$ cat src/pkg/eps_regs.svh
/*
  Constants for the endpoint status and buffer access block: command
  codes, status byte field positions, reset values and bus addresses.
  Assumes inclusion by bare name from the design file.
*/
`ifndef EPS_REGS_SVH
`define EPS_REGS_SVH

// ==========================================================
// Serial bus addresses (7 bit)
`define EPS_CMD_ADDR 7'h1B
`define EPS_DATA_ADDR 7'h1A

// ==========================================================
// Command codes
`define EPS_CMD_SELECT 8'h00
`define EPS_CMD_TXSTAT 8'h40
`define EPS_CMD_EPCOND 8'h80
`define EPS_CMD_BUFFER 8'hF0
`define EPS_CMD_NONE 8'hFF
`define EPS_LAST_EP 8'h0D

// ==========================================================
// Sizes
`define EPS_NUM_EP 14
`define EPS_EP_SLOTS 16
`define EPS_BUF_BYTES 16
`define EPS_FIFO_DEPTH 16

// ==========================================================
// last_transaction_result fields
`define EPS_TS_SUCCESS 0
`define EPS_TS_ERR_LSB 1
`define EPS_TS_ERR_MSB 4
`define EPS_TS_SETUP 5
`define EPS_TS_TOGGLE 6
`define EPS_TS_OVERRUN 7
`define EPS_TS_RESET 8'h00

// ==========================================================
// endpoint_condition fields
`define EPS_EC_SETUP 2
`define EPS_EC_STALL 3
`define EPS_EC_TOGGLE 4
`define EPS_EC_FULL 5
`define EPS_EC_RESET 8'h00

`endif

$ cat src/pkg/eps_pkg.sv
/*
  Types for the endpoint status and buffer access block.
  Assumes nothing of its surroundings.
*/
package eps_pkg;

  // ==========================================================
  // Transaction error codes
  typedef enum logic [3:0] {
    ERR_NONE = 4'h0,
    ERR_PID_ENC = 4'h1,
    ERR_PID_UNKNOWN = 4'h2,
    ERR_UNEXPECTED = 4'h3,
    ERR_TOKEN_CRC = 4'h4,
    ERR_DATA_CRC = 4'h5,
    ERR_TIMEOUT = 4'h6,
    ERR_BABBLE = 4'h7,
    ERR_EOP = 4'h8,
    ERR_NAK = 4'h9,
    ERR_STALL = 4'hA,
    ERR_OVERFLOW = 4'hB,
    ERR_BITSTUFF = 4'hD,
    ERR_WRONG_PID = 4'hF
  } eps_err_type;

  // One transaction report from the serial engine
  typedef struct packed {
    logic valid;
    logic [3:0] ep;
    logic isIn;
    logic success;
    logic setup;
    logic toggle;
    eps_err_type err;
  } eps_evt_type;

  // Serial engine access to the endpoint buffers
  typedef struct packed {
    logic we;
    logic [3:0] ep;
    logic [3:0] addr;
    logic [7:0] wdata;
  } eps_bufreq_type;

  // Received byte on its way to the executor
  typedef struct packed {
    logic isCmd;
    logic [7:0] data;
  } eps_byte_type;

  typedef enum logic [7:0] {
    ST_IDLE = 8'h01,
    ST_ADDR = 8'h02,
    ST_ACK_DRV = 8'h04,
    ST_ACK_HOLD = 8'h08,
    ST_WR_BYTE = 8'h10,
    ST_RD_BYTE = 8'h20,
    ST_RD_ACK = 8'h40,
    ST_RD_NEXT = 8'h80
  } eps_state_type;

endpackage : eps_pkg

$ cat src/logic/eps_buffer_access.sv
/*
  Serial command interpreter for endpoint status and buffer access,
  plus the byte FIFO between the serial receiver and the executor.
  Assumes an external open-drain wire for SDA, a serial engine on
  sys_clk that reports transactions and owns stall/full state.

*/
`include "eps_regs.svh"

// ==========================================================
// Byte FIFO
module eps_fifo #(
  parameter int WIDTH = 9,
  parameter int DEPTH = `EPS_FIFO_DEPTH
) (
  input wire logic sys_clk,
  input wire logic srst,
  input wire logic [WIDTH-1:0] inData,
  input wire logic inValid,
  output logic inReady,
  output logic [WIDTH-1:0] outData,
  output logic outValid,
  input wire logic outReady
);
  localparam int AW = $clog2(DEPTH);

  logic [WIDTH-1:0] mem_q [DEPTH];
  logic [AW:0] wrPtr_q;
  logic [AW:0] rdPtr_q;
  logic doPush;
  logic doPop;

  assign outValid = wrPtr_q != rdPtr_q;
  assign inReady = !((wrPtr_q[AW] != rdPtr_q[AW]) &&
                     (wrPtr_q[AW-1:0] == rdPtr_q[AW-1:0]));
  assign doPush = inValid && inReady;
  assign doPop = outValid && outReady;
  assign outData = mem_q[rdPtr_q[AW-1:0]];

  always_ff @(posedge sys_clk) begin
    if (doPush) begin
      mem_q[wrPtr_q[AW-1:0]] <= inData;
    end
  end

  always_ff @(posedge sys_clk) begin
    if (srst) begin
      wrPtr_q <= '0;
      rdPtr_q <= '0;
    end else begin
      if (doPush) begin
        wrPtr_q <= wrPtr_q + 1'b1;
      end
      if (doPop) begin
        rdPtr_q <= rdPtr_q + 1'b1;
      end
    end
  end
endmodule : eps_fifo

// ==========================================================
// Top
module eps_buffer_access #(
  parameter logic [6:0] CMD_ADDR = `EPS_CMD_ADDR,
  parameter logic [6:0] DATA_ADDR = `EPS_DATA_ADDR
) (
  input wire logic sys_clk,
  input wire logic srst,
  input wire logic scl_i,
  input wire logic sda_i,
  output logic sda_o,
  output logic sda_oe_n,
  input eps_pkg::eps_evt_type usbEvt,
  input wire logic [`EPS_NUM_EP-1:0] epStall,
  input wire logic [`EPS_NUM_EP-1:0] epFull,
  input eps_pkg::eps_bufreq_type usbBuf,
  output logic [7:0] usbBufRdData,
  output logic [`EPS_NUM_EP-1:0] epIntFlag,
  output logic [3:0] selEndpoint
);
  import eps_pkg::*;

  function automatic logic inEpRange(input logic [7:0] cmd,
                                     input logic [7:0] base);
    return (cmd >= base) && (cmd <= base + `EPS_LAST_EP);
  endfunction : inEpRange

  // ==========================================================
  // Pin synchronisers and edge detection
  logic sclMeta_q, sclSync_q, sclDly_q;
  logic sdaMeta_q, sdaSync_q, sdaDly_q;
  logic sclRise, sclFall, startSeen, stopSeen;

  always_ff @(posedge sys_clk) begin
    if (srst) begin
      sclMeta_q <= 1'b1;
      sclSync_q <= 1'b1;
      sclDly_q <= 1'b1;
      sdaMeta_q <= 1'b1;
      sdaSync_q <= 1'b1;
      sdaDly_q <= 1'b1;
    end else begin
      sclMeta_q <= scl_i;
      sclSync_q <= sclMeta_q;
      sclDly_q <= sclSync_q;
      sdaMeta_q <= sda_i;
      sdaSync_q <= sdaMeta_q;
      sdaDly_q <= sdaSync_q;
    end
  end

  assign sclRise = sclSync_q && !sclDly_q;
  assign sclFall = !sclSync_q && sclDly_q;
  assign startSeen = sclSync_q && sclDly_q && sdaDly_q && !sdaSync_q;
  assign stopSeen = sclSync_q && sclDly_q && !sdaDly_q && sdaSync_q;

  // ==========================================================
  // Shared state
  eps_state_type st_q;
  logic [2:0] bitCnt_q;
  logic [7:0] shift_q;
  logic rw_q;
  logic isData_q;
  logic sdaRel_q;
  logic [7:0] lastCmd_q;
  logic [3:0] selEp_q;
  logic [3:0] ptr_q;
  logic [7:0] bufMem_q [`EPS_EP_SLOTS][`EPS_BUF_BYTES];
  logic [7:0] txStat_q [`EPS_EP_SLOTS];
  logic [`EPS_EP_SLOTS-1:0] pend_q;
  logic [`EPS_EP_SLOTS-1:0] intFlag_q;
  logic [`EPS_EP_SLOTS-1:0] epSetup_q;
  logic [`EPS_EP_SLOTS-1:0] epTog_q;
  logic [7:0] rdByte;
  logic [3:0] rdEp;
  logic rdTake;
  logic [7:0] rxByte;
  logic [6:0] rxAddr;
  logic addrHit;

  // ==========================================================
  // FIFO between receiver and executor
  eps_byte_type fifoIn, fifoOut;
  logic fifoInValid, fifoInReady, fifoOutValid, fifoOutReady;
  logic exCmd, exWrite;

  assign rxByte = {shift_q[6:0], sdaSync_q};
  assign rxAddr = shift_q[6:0];
  assign addrHit = (rxAddr == CMD_ADDR && !sdaSync_q) ||
                   (rxAddr == DATA_ADDR);
  assign fifoInValid = (st_q == ST_WR_BYTE) && sclRise &&
                       (bitCnt_q == 3'h7) && !startSeen && !stopSeen;
  assign fifoIn = '{isCmd: !isData_q, data: rxByte};

  // Engine buffer writes win the memory port; the FIFO absorbs it
  assign fifoOutReady = !usbBuf.we;
  assign exCmd = fifoOutValid && fifoOutReady && fifoOut.isCmd;
  assign exWrite = fifoOutValid && fifoOutReady && !fifoOut.isCmd &&
                   (lastCmd_q == `EPS_CMD_BUFFER);

  eps_fifo #(
    .WIDTH($bits(eps_byte_type)),
    .DEPTH(`EPS_FIFO_DEPTH)
  ) eps_fifo_inst (
    .sys_clk(sys_clk),
    .srst(srst),
    .inData(fifoIn),
    .inValid(fifoInValid),
    .inReady(fifoInReady),
    .outData(fifoOut),
    .outValid(fifoOutValid),
    .outReady(fifoOutReady)
  );

  // ==========================================================
  // Serial slave state machine
  assign rdTake = sclFall && !startSeen && !stopSeen &&
                  (((st_q == ST_ACK_HOLD) && rw_q) ||
                   (st_q == ST_RD_NEXT));

  always_ff @(posedge sys_clk) begin
    if (srst) begin
      st_q <= ST_IDLE;
      bitCnt_q <= 3'h0;
      shift_q <= 8'h00;
      rw_q <= 1'b0;
      isData_q <= 1'b0;
      sdaRel_q <= 1'b1;
    end else if (stopSeen) begin
      st_q <= ST_IDLE;
      sdaRel_q <= 1'b1;
    end else if (startSeen) begin
      st_q <= ST_ADDR;
      bitCnt_q <= 3'h0;
      sdaRel_q <= 1'b1;
    end else begin
      case (st_q)
        ST_ADDR: begin
          if (sclRise) begin
            shift_q <= rxByte;
            bitCnt_q <= bitCnt_q + 3'h1;
            if (bitCnt_q == 3'h7) begin
              rw_q <= sdaSync_q;
              isData_q <= rxAddr == DATA_ADDR;
              st_q <= addrHit ? ST_ACK_DRV : ST_IDLE;
            end
          end
        end
        ST_ACK_DRV: begin
          if (sclFall) begin
            sdaRel_q <= 1'b0;
            st_q <= ST_ACK_HOLD;
          end
        end
        ST_ACK_HOLD: begin
          if (sclFall) begin
            bitCnt_q <= 3'h0;
            if (rw_q) begin
              shift_q <= rdByte;
              sdaRel_q <= rdByte[7];
              st_q <= ST_RD_BYTE;
            end else begin
              sdaRel_q <= 1'b1;
              st_q <= ST_WR_BYTE;
            end
          end
        end
        ST_WR_BYTE: begin
          if (sclRise) begin
            shift_q <= rxByte;
            bitCnt_q <= bitCnt_q + 3'h1;
            // Full FIFO: no acknowledge, master sees a NACK
            if (bitCnt_q == 3'h7) begin
              st_q <= fifoInReady ? ST_ACK_DRV : ST_IDLE;
            end
          end
        end
        ST_RD_BYTE: begin
          if (sclFall) begin
            bitCnt_q <= bitCnt_q + 3'h1;
            if (bitCnt_q == 3'h7) begin
              sdaRel_q <= 1'b1;
              st_q <= ST_RD_ACK;
            end else begin
              sdaRel_q <= shift_q[6];
              shift_q <= {shift_q[6:0], 1'b0};
            end
          end
        end
        ST_RD_ACK: begin
          // Unacknowledged byte ends the read, SDA stays free
          if (sclRise) begin
            st_q <= sdaSync_q ? ST_IDLE : ST_RD_NEXT;
          end
        end
        ST_RD_NEXT: begin
          if (sclFall) begin
            bitCnt_q <= 3'h0;
            shift_q <= rdByte;
            sdaRel_q <= rdByte[7];
            st_q <= ST_RD_BYTE;
          end
        end
        default: begin
          st_q <= ST_IDLE;
          sdaRel_q <= 1'b1;
        end
      endcase
    end
  end

  assign sda_o = 1'b0;
  assign sda_oe_n = sdaRel_q;

  // ==========================================================
  // Read data selection
  always_comb begin
    rdByte = 8'h00;
    rdEp = lastCmd_q[3:0];
    if (inEpRange(lastCmd_q, `EPS_CMD_TXSTAT)) begin
      rdByte = txStat_q[rdEp];
    end else if (inEpRange(lastCmd_q, `EPS_CMD_EPCOND)) begin
      rdByte[`EPS_EC_SETUP] = epSetup_q[rdEp];
      rdByte[`EPS_EC_STALL] = epStall[rdEp];
      rdByte[`EPS_EC_TOGGLE] = epTog_q[rdEp];
      rdByte[`EPS_EC_FULL] = epFull[rdEp];
    end else if (lastCmd_q == `EPS_CMD_BUFFER) begin
      rdByte = bufMem_q[selEp_q][ptr_q];
    end
  end

  // ==========================================================
  // Command executor and buffer pointer
  always_ff @(posedge sys_clk) begin
    if (srst) begin
      lastCmd_q <= `EPS_CMD_NONE;
      selEp_q <= 4'h0;
      ptr_q <= 4'h0;
    end else if (exCmd) begin
      lastCmd_q <= fifoOut.data;
      // Only endpoint select moves the pointer back
      if (fifoOut.data <= `EPS_LAST_EP) begin
        selEp_q <= fifoOut.data[3:0];
        ptr_q <= 4'h0;
      end
    end else if (exWrite ||
                 (rdTake && lastCmd_q == `EPS_CMD_BUFFER)) begin
      ptr_q <= ptr_q + 4'h1;
    end
  end

  assign selEndpoint = selEp_q;

  // ==========================================================
  // Endpoint buffers; no bound or direction check, by design
  always_ff @(posedge sys_clk) begin
    if (usbBuf.we) begin
      bufMem_q[usbBuf.ep][usbBuf.addr] <= usbBuf.wdata;
    end else if (exWrite) begin
      bufMem_q[selEp_q][ptr_q] <= fifoOut.data;
    end
  end

  always_ff @(posedge sys_clk) begin
    if (srst) begin
      usbBufRdData <= 8'h00;
    end else begin
      usbBufRdData <= bufMem_q[usbBuf.ep][usbBuf.addr];
    end
  end

  // ==========================================================
  // Transaction status, interrupt flags; a new event wins a clear
  always_ff @(posedge sys_clk) begin
    if (srst) begin
      for (int i = 0; i < `EPS_EP_SLOTS; i++) begin
        txStat_q[i] <= `EPS_TS_RESET;
      end
      pend_q <= '0;
      intFlag_q <= '0;
    end else begin
      if (rdTake && inEpRange(lastCmd_q, `EPS_CMD_TXSTAT)) begin
        txStat_q[rdEp] <= `EPS_TS_RESET;
        pend_q[rdEp] <= 1'b0;
        intFlag_q[rdEp] <= 1'b0;
      end
      if (rdTake && inEpRange(lastCmd_q, `EPS_CMD_EPCOND)) begin
        intFlag_q[rdEp] <= 1'b0;
      end
      if (usbEvt.valid) begin
        // Error field carries engine codes unchanged
        txStat_q[usbEvt.ep] <= {
          pend_q[usbEvt.ep],
          usbEvt.success && usbEvt.toggle,
          usbEvt.success && usbEvt.setup && !usbEvt.isIn,
          usbEvt.err,
          usbEvt.success
        };
        pend_q[usbEvt.ep] <= 1'b1;
        intFlag_q[usbEvt.ep] <= 1'b1;
      end
    end
  end

  assign epIntFlag = intFlag_q[`EPS_NUM_EP-1:0];

  // ==========================================================
  // Endpoint condition history
  always_ff @(posedge sys_clk) begin
    if (srst) begin
      epSetup_q <= '0;
      epTog_q <= '0;
    end else if (usbEvt.valid && usbEvt.success) begin
      epTog_q[usbEvt.ep] <= usbEvt.toggle;
      if (!usbEvt.isIn) begin
        epSetup_q[usbEvt.ep] <= usbEvt.setup;
      end
    end
  end

endmodule : eps_buffer_access

$ cat config.mk
export PLATFORM = sky130hd
export DESIGN_NAME = eps_buffer_access
export DESIGN_NICKNAME = d
export VERILOG_FILES = /design/src/pkg/eps_pkg.sv /design/src/logic/eps_buffer_access.sv
export VERILOG_INCLUDE_DIRS = /design/src /design/src/pkg
export SDC_FILE = /design/constraint.sdc
export NUM_CORES = 2
export LEC_CHECK = 0
export BUFFER_PORTS_ARGS = -buffer_cell sky130_fd_sc_hd__buf_2
export CORE_MARGIN = 2
export CORE_UTILIZATION = 35
export DETAILED_ROUTE_END_ITERATION = 10
export SLEW_MARGIN = 40
export SYNTH_ARGS = -nofsm -noshare
export SYNTH_HDL_FRONTEND = slang
export SYNTH_SLANG_ARGS = --single-unit
$ cat constraint.sdc
create_clock -name sys_clk -period 5.93 [get_ports sys_clk]
set_clock_uncertainty 0.15 [all_clocks]
set_input_delay 0.2965 -clock sys_clk [delete_from_list [all_inputs] [get_ports sys_clk]]
set_output_delay 0.2965 -clock sys_clk [all_outputs]
set_load 0.02 [all_outputs]
==> flow_metrics.env <==
export IMPL_outcome="finished clean"
export IMPL_dieArea_mm2=0.330
export IMPL_syn_cell_area_mm2=0.114
export IMPL_r2r_cells=9
export IMPL_grt_max_degree=111
export IMPL_switching_share_pct=22.3
export IMPL_vias=66000
export IMPL_ir_drop_mv=0.230
export IMPL_drive_above_1_share_pct=35.9
export IMPL_synth_top_family_by_area="multiplexers"
export IMPL_setup_slack_ps=630
export IMPL_drc_errors=0
export IMPL_portBuffers=88
export IMPL_powerDensity_mw_per_mm2=290
export IMPL_worstSetupStartpointType="flop"
export IMPL_clockBufferDepth=4
export IMPL_hold_path_cell_count=5
export IMPL_worstPathArrival_ps=5660
export IMPL_async_reset_ff_share_pct=0
export IMPL_synth_seq_cells=2455
export IMPL_fp_dieH_um=574
export IMPL_p_clk_share_pct=44.4
export IMPL_antenna_found_initial=23
export IMPL_power_frac_seq_pct=50.7
export IMPL_cts_buffers_inserted=273
export IMPL_crit_required_ps=6290
export IMPL_vias_per_cell=6.19
export IMPL_ios=90
export IMPL_period_share_pct=89.4
export IMPL_whs_endpoint="epSetup_q[7]"
export IMPL_synth_compound_area_share_pct=2.96
export IMPL_min_from="usbEvt[8]"
export IMPL_wl_per_cell_um=35.3
export IMPL_synthMuxAreaShare_pct=27.0
export IMPL_cts_sinks=2455
export IMPL_rrSetupSlack_ps=630
export IMPL_r2r_end="bufMem_q[7][10]"
export IMPL_wirelength_um=376000
export IMPL_post_cts_setup_buffer_count=0
export IMPL_final_setup_tns_ps=0
export IMPL_initial_core_util_pct=35.2
export IMPL_drt_iter0_markers=9171
export IMPL_place_congestion=0.962
export IMPL_power_switching_w=0.00835
export IMPL_drv_cap=0
export IMPL_worst_pin_slew_ps=1060
export IMPL_p_leak_nw=39.2
export IMPL_post_place_ws_ps=869
export IMPL_grt_util_all_layers_pct=22.4
export IMPL_hold_viol_final=0
export IMPL_core_region_area_mm2=0.324
export IMPL_finalSetupViolCount=0
export IMPL_fin_nets=6187
export IMPL_yosys_most_used_dff="edfxtp_1"
export IMPL_die_x_um=574
export IMPL_synth_nets=6032
export IMPL_synth_edf_count=2320
export IMPL_nFillCells=28800
export IMPL_grt_pass1_vias=65400
export IMPL_synthAdderAreaFrac_pct=0.121
export IMPL_fin_crit_ps=5300
export IMPL_syn2layout_area_growth_pct=13.9
export IMPL_grt_pass1_wl_um=525000
export IMPL_synth_simple_area_share_pct=4.25
export IMPL_seq_area_frac_synth_pct=63.6
export IMPL_clkSlewWorstSetupHoldPaths_ps=60
export IMPL_relSlewSlack_pct=28.6
export IMPL_power_frac_comb_pct=4.9
export IMPL_critPathCaptureType="flop"
export IMPL_ant_nets=0
export IMPL_rsz0062_at_grt="no"
export IMPL_p_int_w=0.0292
export IMPL_worstSkewPairLatency_ps=890
export IMPL_syn_area_per_cell_um2=19.1
export IMPL_htreeDepth=5
export IMPL_slew_viol_final=0
export IMPL_dr_pass1_iters=7
export IMPL_synth_xor_area_share_pct=0.146
export IMPL_path_max_fanout=28
export IMPL_grt_ovfl_total=0
export IMPL_root_buffer="clkbuf_16"
export IMPL_max_freq_ghz=0.189
export IMPL_hpwlAfterDp_um=256000
export IMPL_rows=209
export IMPL_path_class="flop to flop"
export IMPL_hold_path_class="input port to flop"
export IMPL_ys_warn_count=0
export IMPL_synth_cell_types=79
export IMPL_netlist_instances=5959
export IMPL_cts_tree="done"
-- power by group through the flow --
stage | clock [W] | combinational, W | sequential (W)
final | 0.0167 | 0.00183 | 0.0190
after global routing | 0.0174 | 0.00188 | 0.0190
after CTS | 0.0168 | 0.00180 | 0.0190
after detailed placement | 0 | 0.00179 | 0.0194
after global placement | 0 | 0.00176 | 0.0194
after floorplan | 0 | 0.00101 | 0.0194
-- metal layers --
metal | wire (um) | GRT usage (%)
met4 | 19000 | 9.48
met1 | 142000 | 29.9
met5 | 609 | 0.230
met2 | 171000 | 34.1
met3 | 43000 | 6.45
-- cells in the final DEF, fill, tap and decap left out, types with 13 or more instances in the layout --
| cell | count |
|---|---|
| edfxtp_1 | 2320 |
| mux4_2 | 1280 |
| nor2_1 | 300 |
| clkbuf_16 | 280 |
| nand2_1 | 277 |
| buf_4 | 175 |
| nor2_2 | 142 |
| mux2i_1 | 140 |
| dfxtp_1 | 122 |
| a21oi_1 | 100 |
| buf_2 | 84 |
| nand3_1 | 59 |
| nor3_1 | 54 |
| clkbuf_1 | 51 |
| and2_1 | 50 |
| clkinv_2 | 49 |
| clkinv_1 | 48 |
| o21ai_0 | 47 |
| and3_1 | 46 |
| buf_12 | 45 |
| a22oi_1 | 41 |
| mux2_2 | 37 |
| o22ai_1 | 33 |
| a211oi_1 | 31 |
| nor2b_1 | 29 |
| a221oi_1 | 27 |
| nand2b_1 | 23 |
| dlygate4sd3_1 | 22 |
| a31oi_1 | 21 |
| inv_1 | 18 |
| nor4_1 | 18 |
| bufinv_16 | 17 |
| o221ai_1 | 13 |
-- Yosys cell counts (27+ instances only) --
cell / count / share of area, %
buf_2: 115 / 0.51
dfxtp_1: 135 / 2.4
clkbuf_1: 215 / 0.71
nor2_1: 442 / 1.5
a21oi_1: 100 / 0.44
mux4_2: 1280 / 25
buf_1: 80 / 0.26
nand2_1: 279 / 0.92
mux2_2: 45 / 0.45
a211oi_1: 34 / 0.22
and3_1: 46 / 0.25
nor2b_1: 35 / 0.19
o21ai_0: 49 / 0.22
buf_4: 41 / 0.27
nor3_1: 59 / 0.26
and2_1: 47 / 0.26
a221oi_1: 27 / 0.21
a22oi_1: 41 / 0.27
mux2i_1: 141 / 1.2
edfxtp_1: 2320 / 61
o22ai_1: 34 / 0.19
nand3_1: 59 / 0.26
-- through the flow --
stage,std cells,utilization (%),total power (W),cell area [um^2],hold slack [ps]
floorplan,5959,-,0.0204,114000,239
global placement,10100,37.1,0.0212,120000,256
detailed placement,10100,37.2,0.0212,120000,258
CTS,10600,39.9,0.0376,129000,9.07
global route,10700,40.0,0.0384,130000,55.5
finish,10700,40.0,0.0375,130000,48.7
-- critical path, stage by stage (launching register included) --
cell and delay (ps):
dfxtp_2 430, mux4_2 520, mux4_2 550, nor3b_2 780
o41a_4 620, buf_4 270, nor3_1 100, a41oi_4 630
buf_4 570, nor2_1 310
-- cell families after synthesis --
group                      Yosys count
AOI/OAI and AO/OA                  449
xor gates and xnor gates            19
adders and majority gates           11
buffers and inverters              483
DFF                               2455
muxes                             1466
other                                1
and+or+nand+nor                   1075
-- repair_timing --
item | 4_1_cts | 5_1_grt
endpoints found under the hold margin | 204 | 50
gates resized for setup | 0 | 0
hold buffers | 20 | 2
setup endpoints to repair | 0 | 0
-- sequential cells by signal, indices dropped and copies added (netlist names), 7 cells and up, named ones only --
register	flops
lastCmd_q	8
st_q	8
shift_q	7
usbBufRdData	8
bufMem_q	2048
txStat_q	128
epSetup_q	16
intFlag_q	14
epTog_q	16
pend_q	16
eps_fifo_inst.mem_q	144
-- worst max path at each step --
stage               slack (ps)              end  cells past startpoint
finish                     630  bufMem_q[7][10]                      9
global route               620  bufMem_q[7][10]                      9
CTS                        870  bufMem_q[7][10]                      9
detailed placement         870  bufMem_q[7][10]                      9
global placement           670       shift_q[4]                     11
floorplan                 1160   bufMem_q[0][0]                      8
-- area by class of cell --
| cell class | count | area, um^2 | share of cell area [%] |
|---|---|---|---|
| Antenna cell | 9 | 22.5 | 0.0174 |
| Clock buffer | 334 | 7230 | 5.58 |
| Clock inverter | 150 | 1370 | 1.05 |
| Inverter | 24 | 108 | 0.0830 |
| Multi-Input combinational cell | 3021 | 39900 | 30.8 |
| Sequential cell | 2455 | 72400 | 55.9 |
| Tap cell | 4325 | 5410 | 4.18 |
| Timing Repair Buffer | 339 | 3110 | 2.40 |
(Power assumes the default switching activity.)
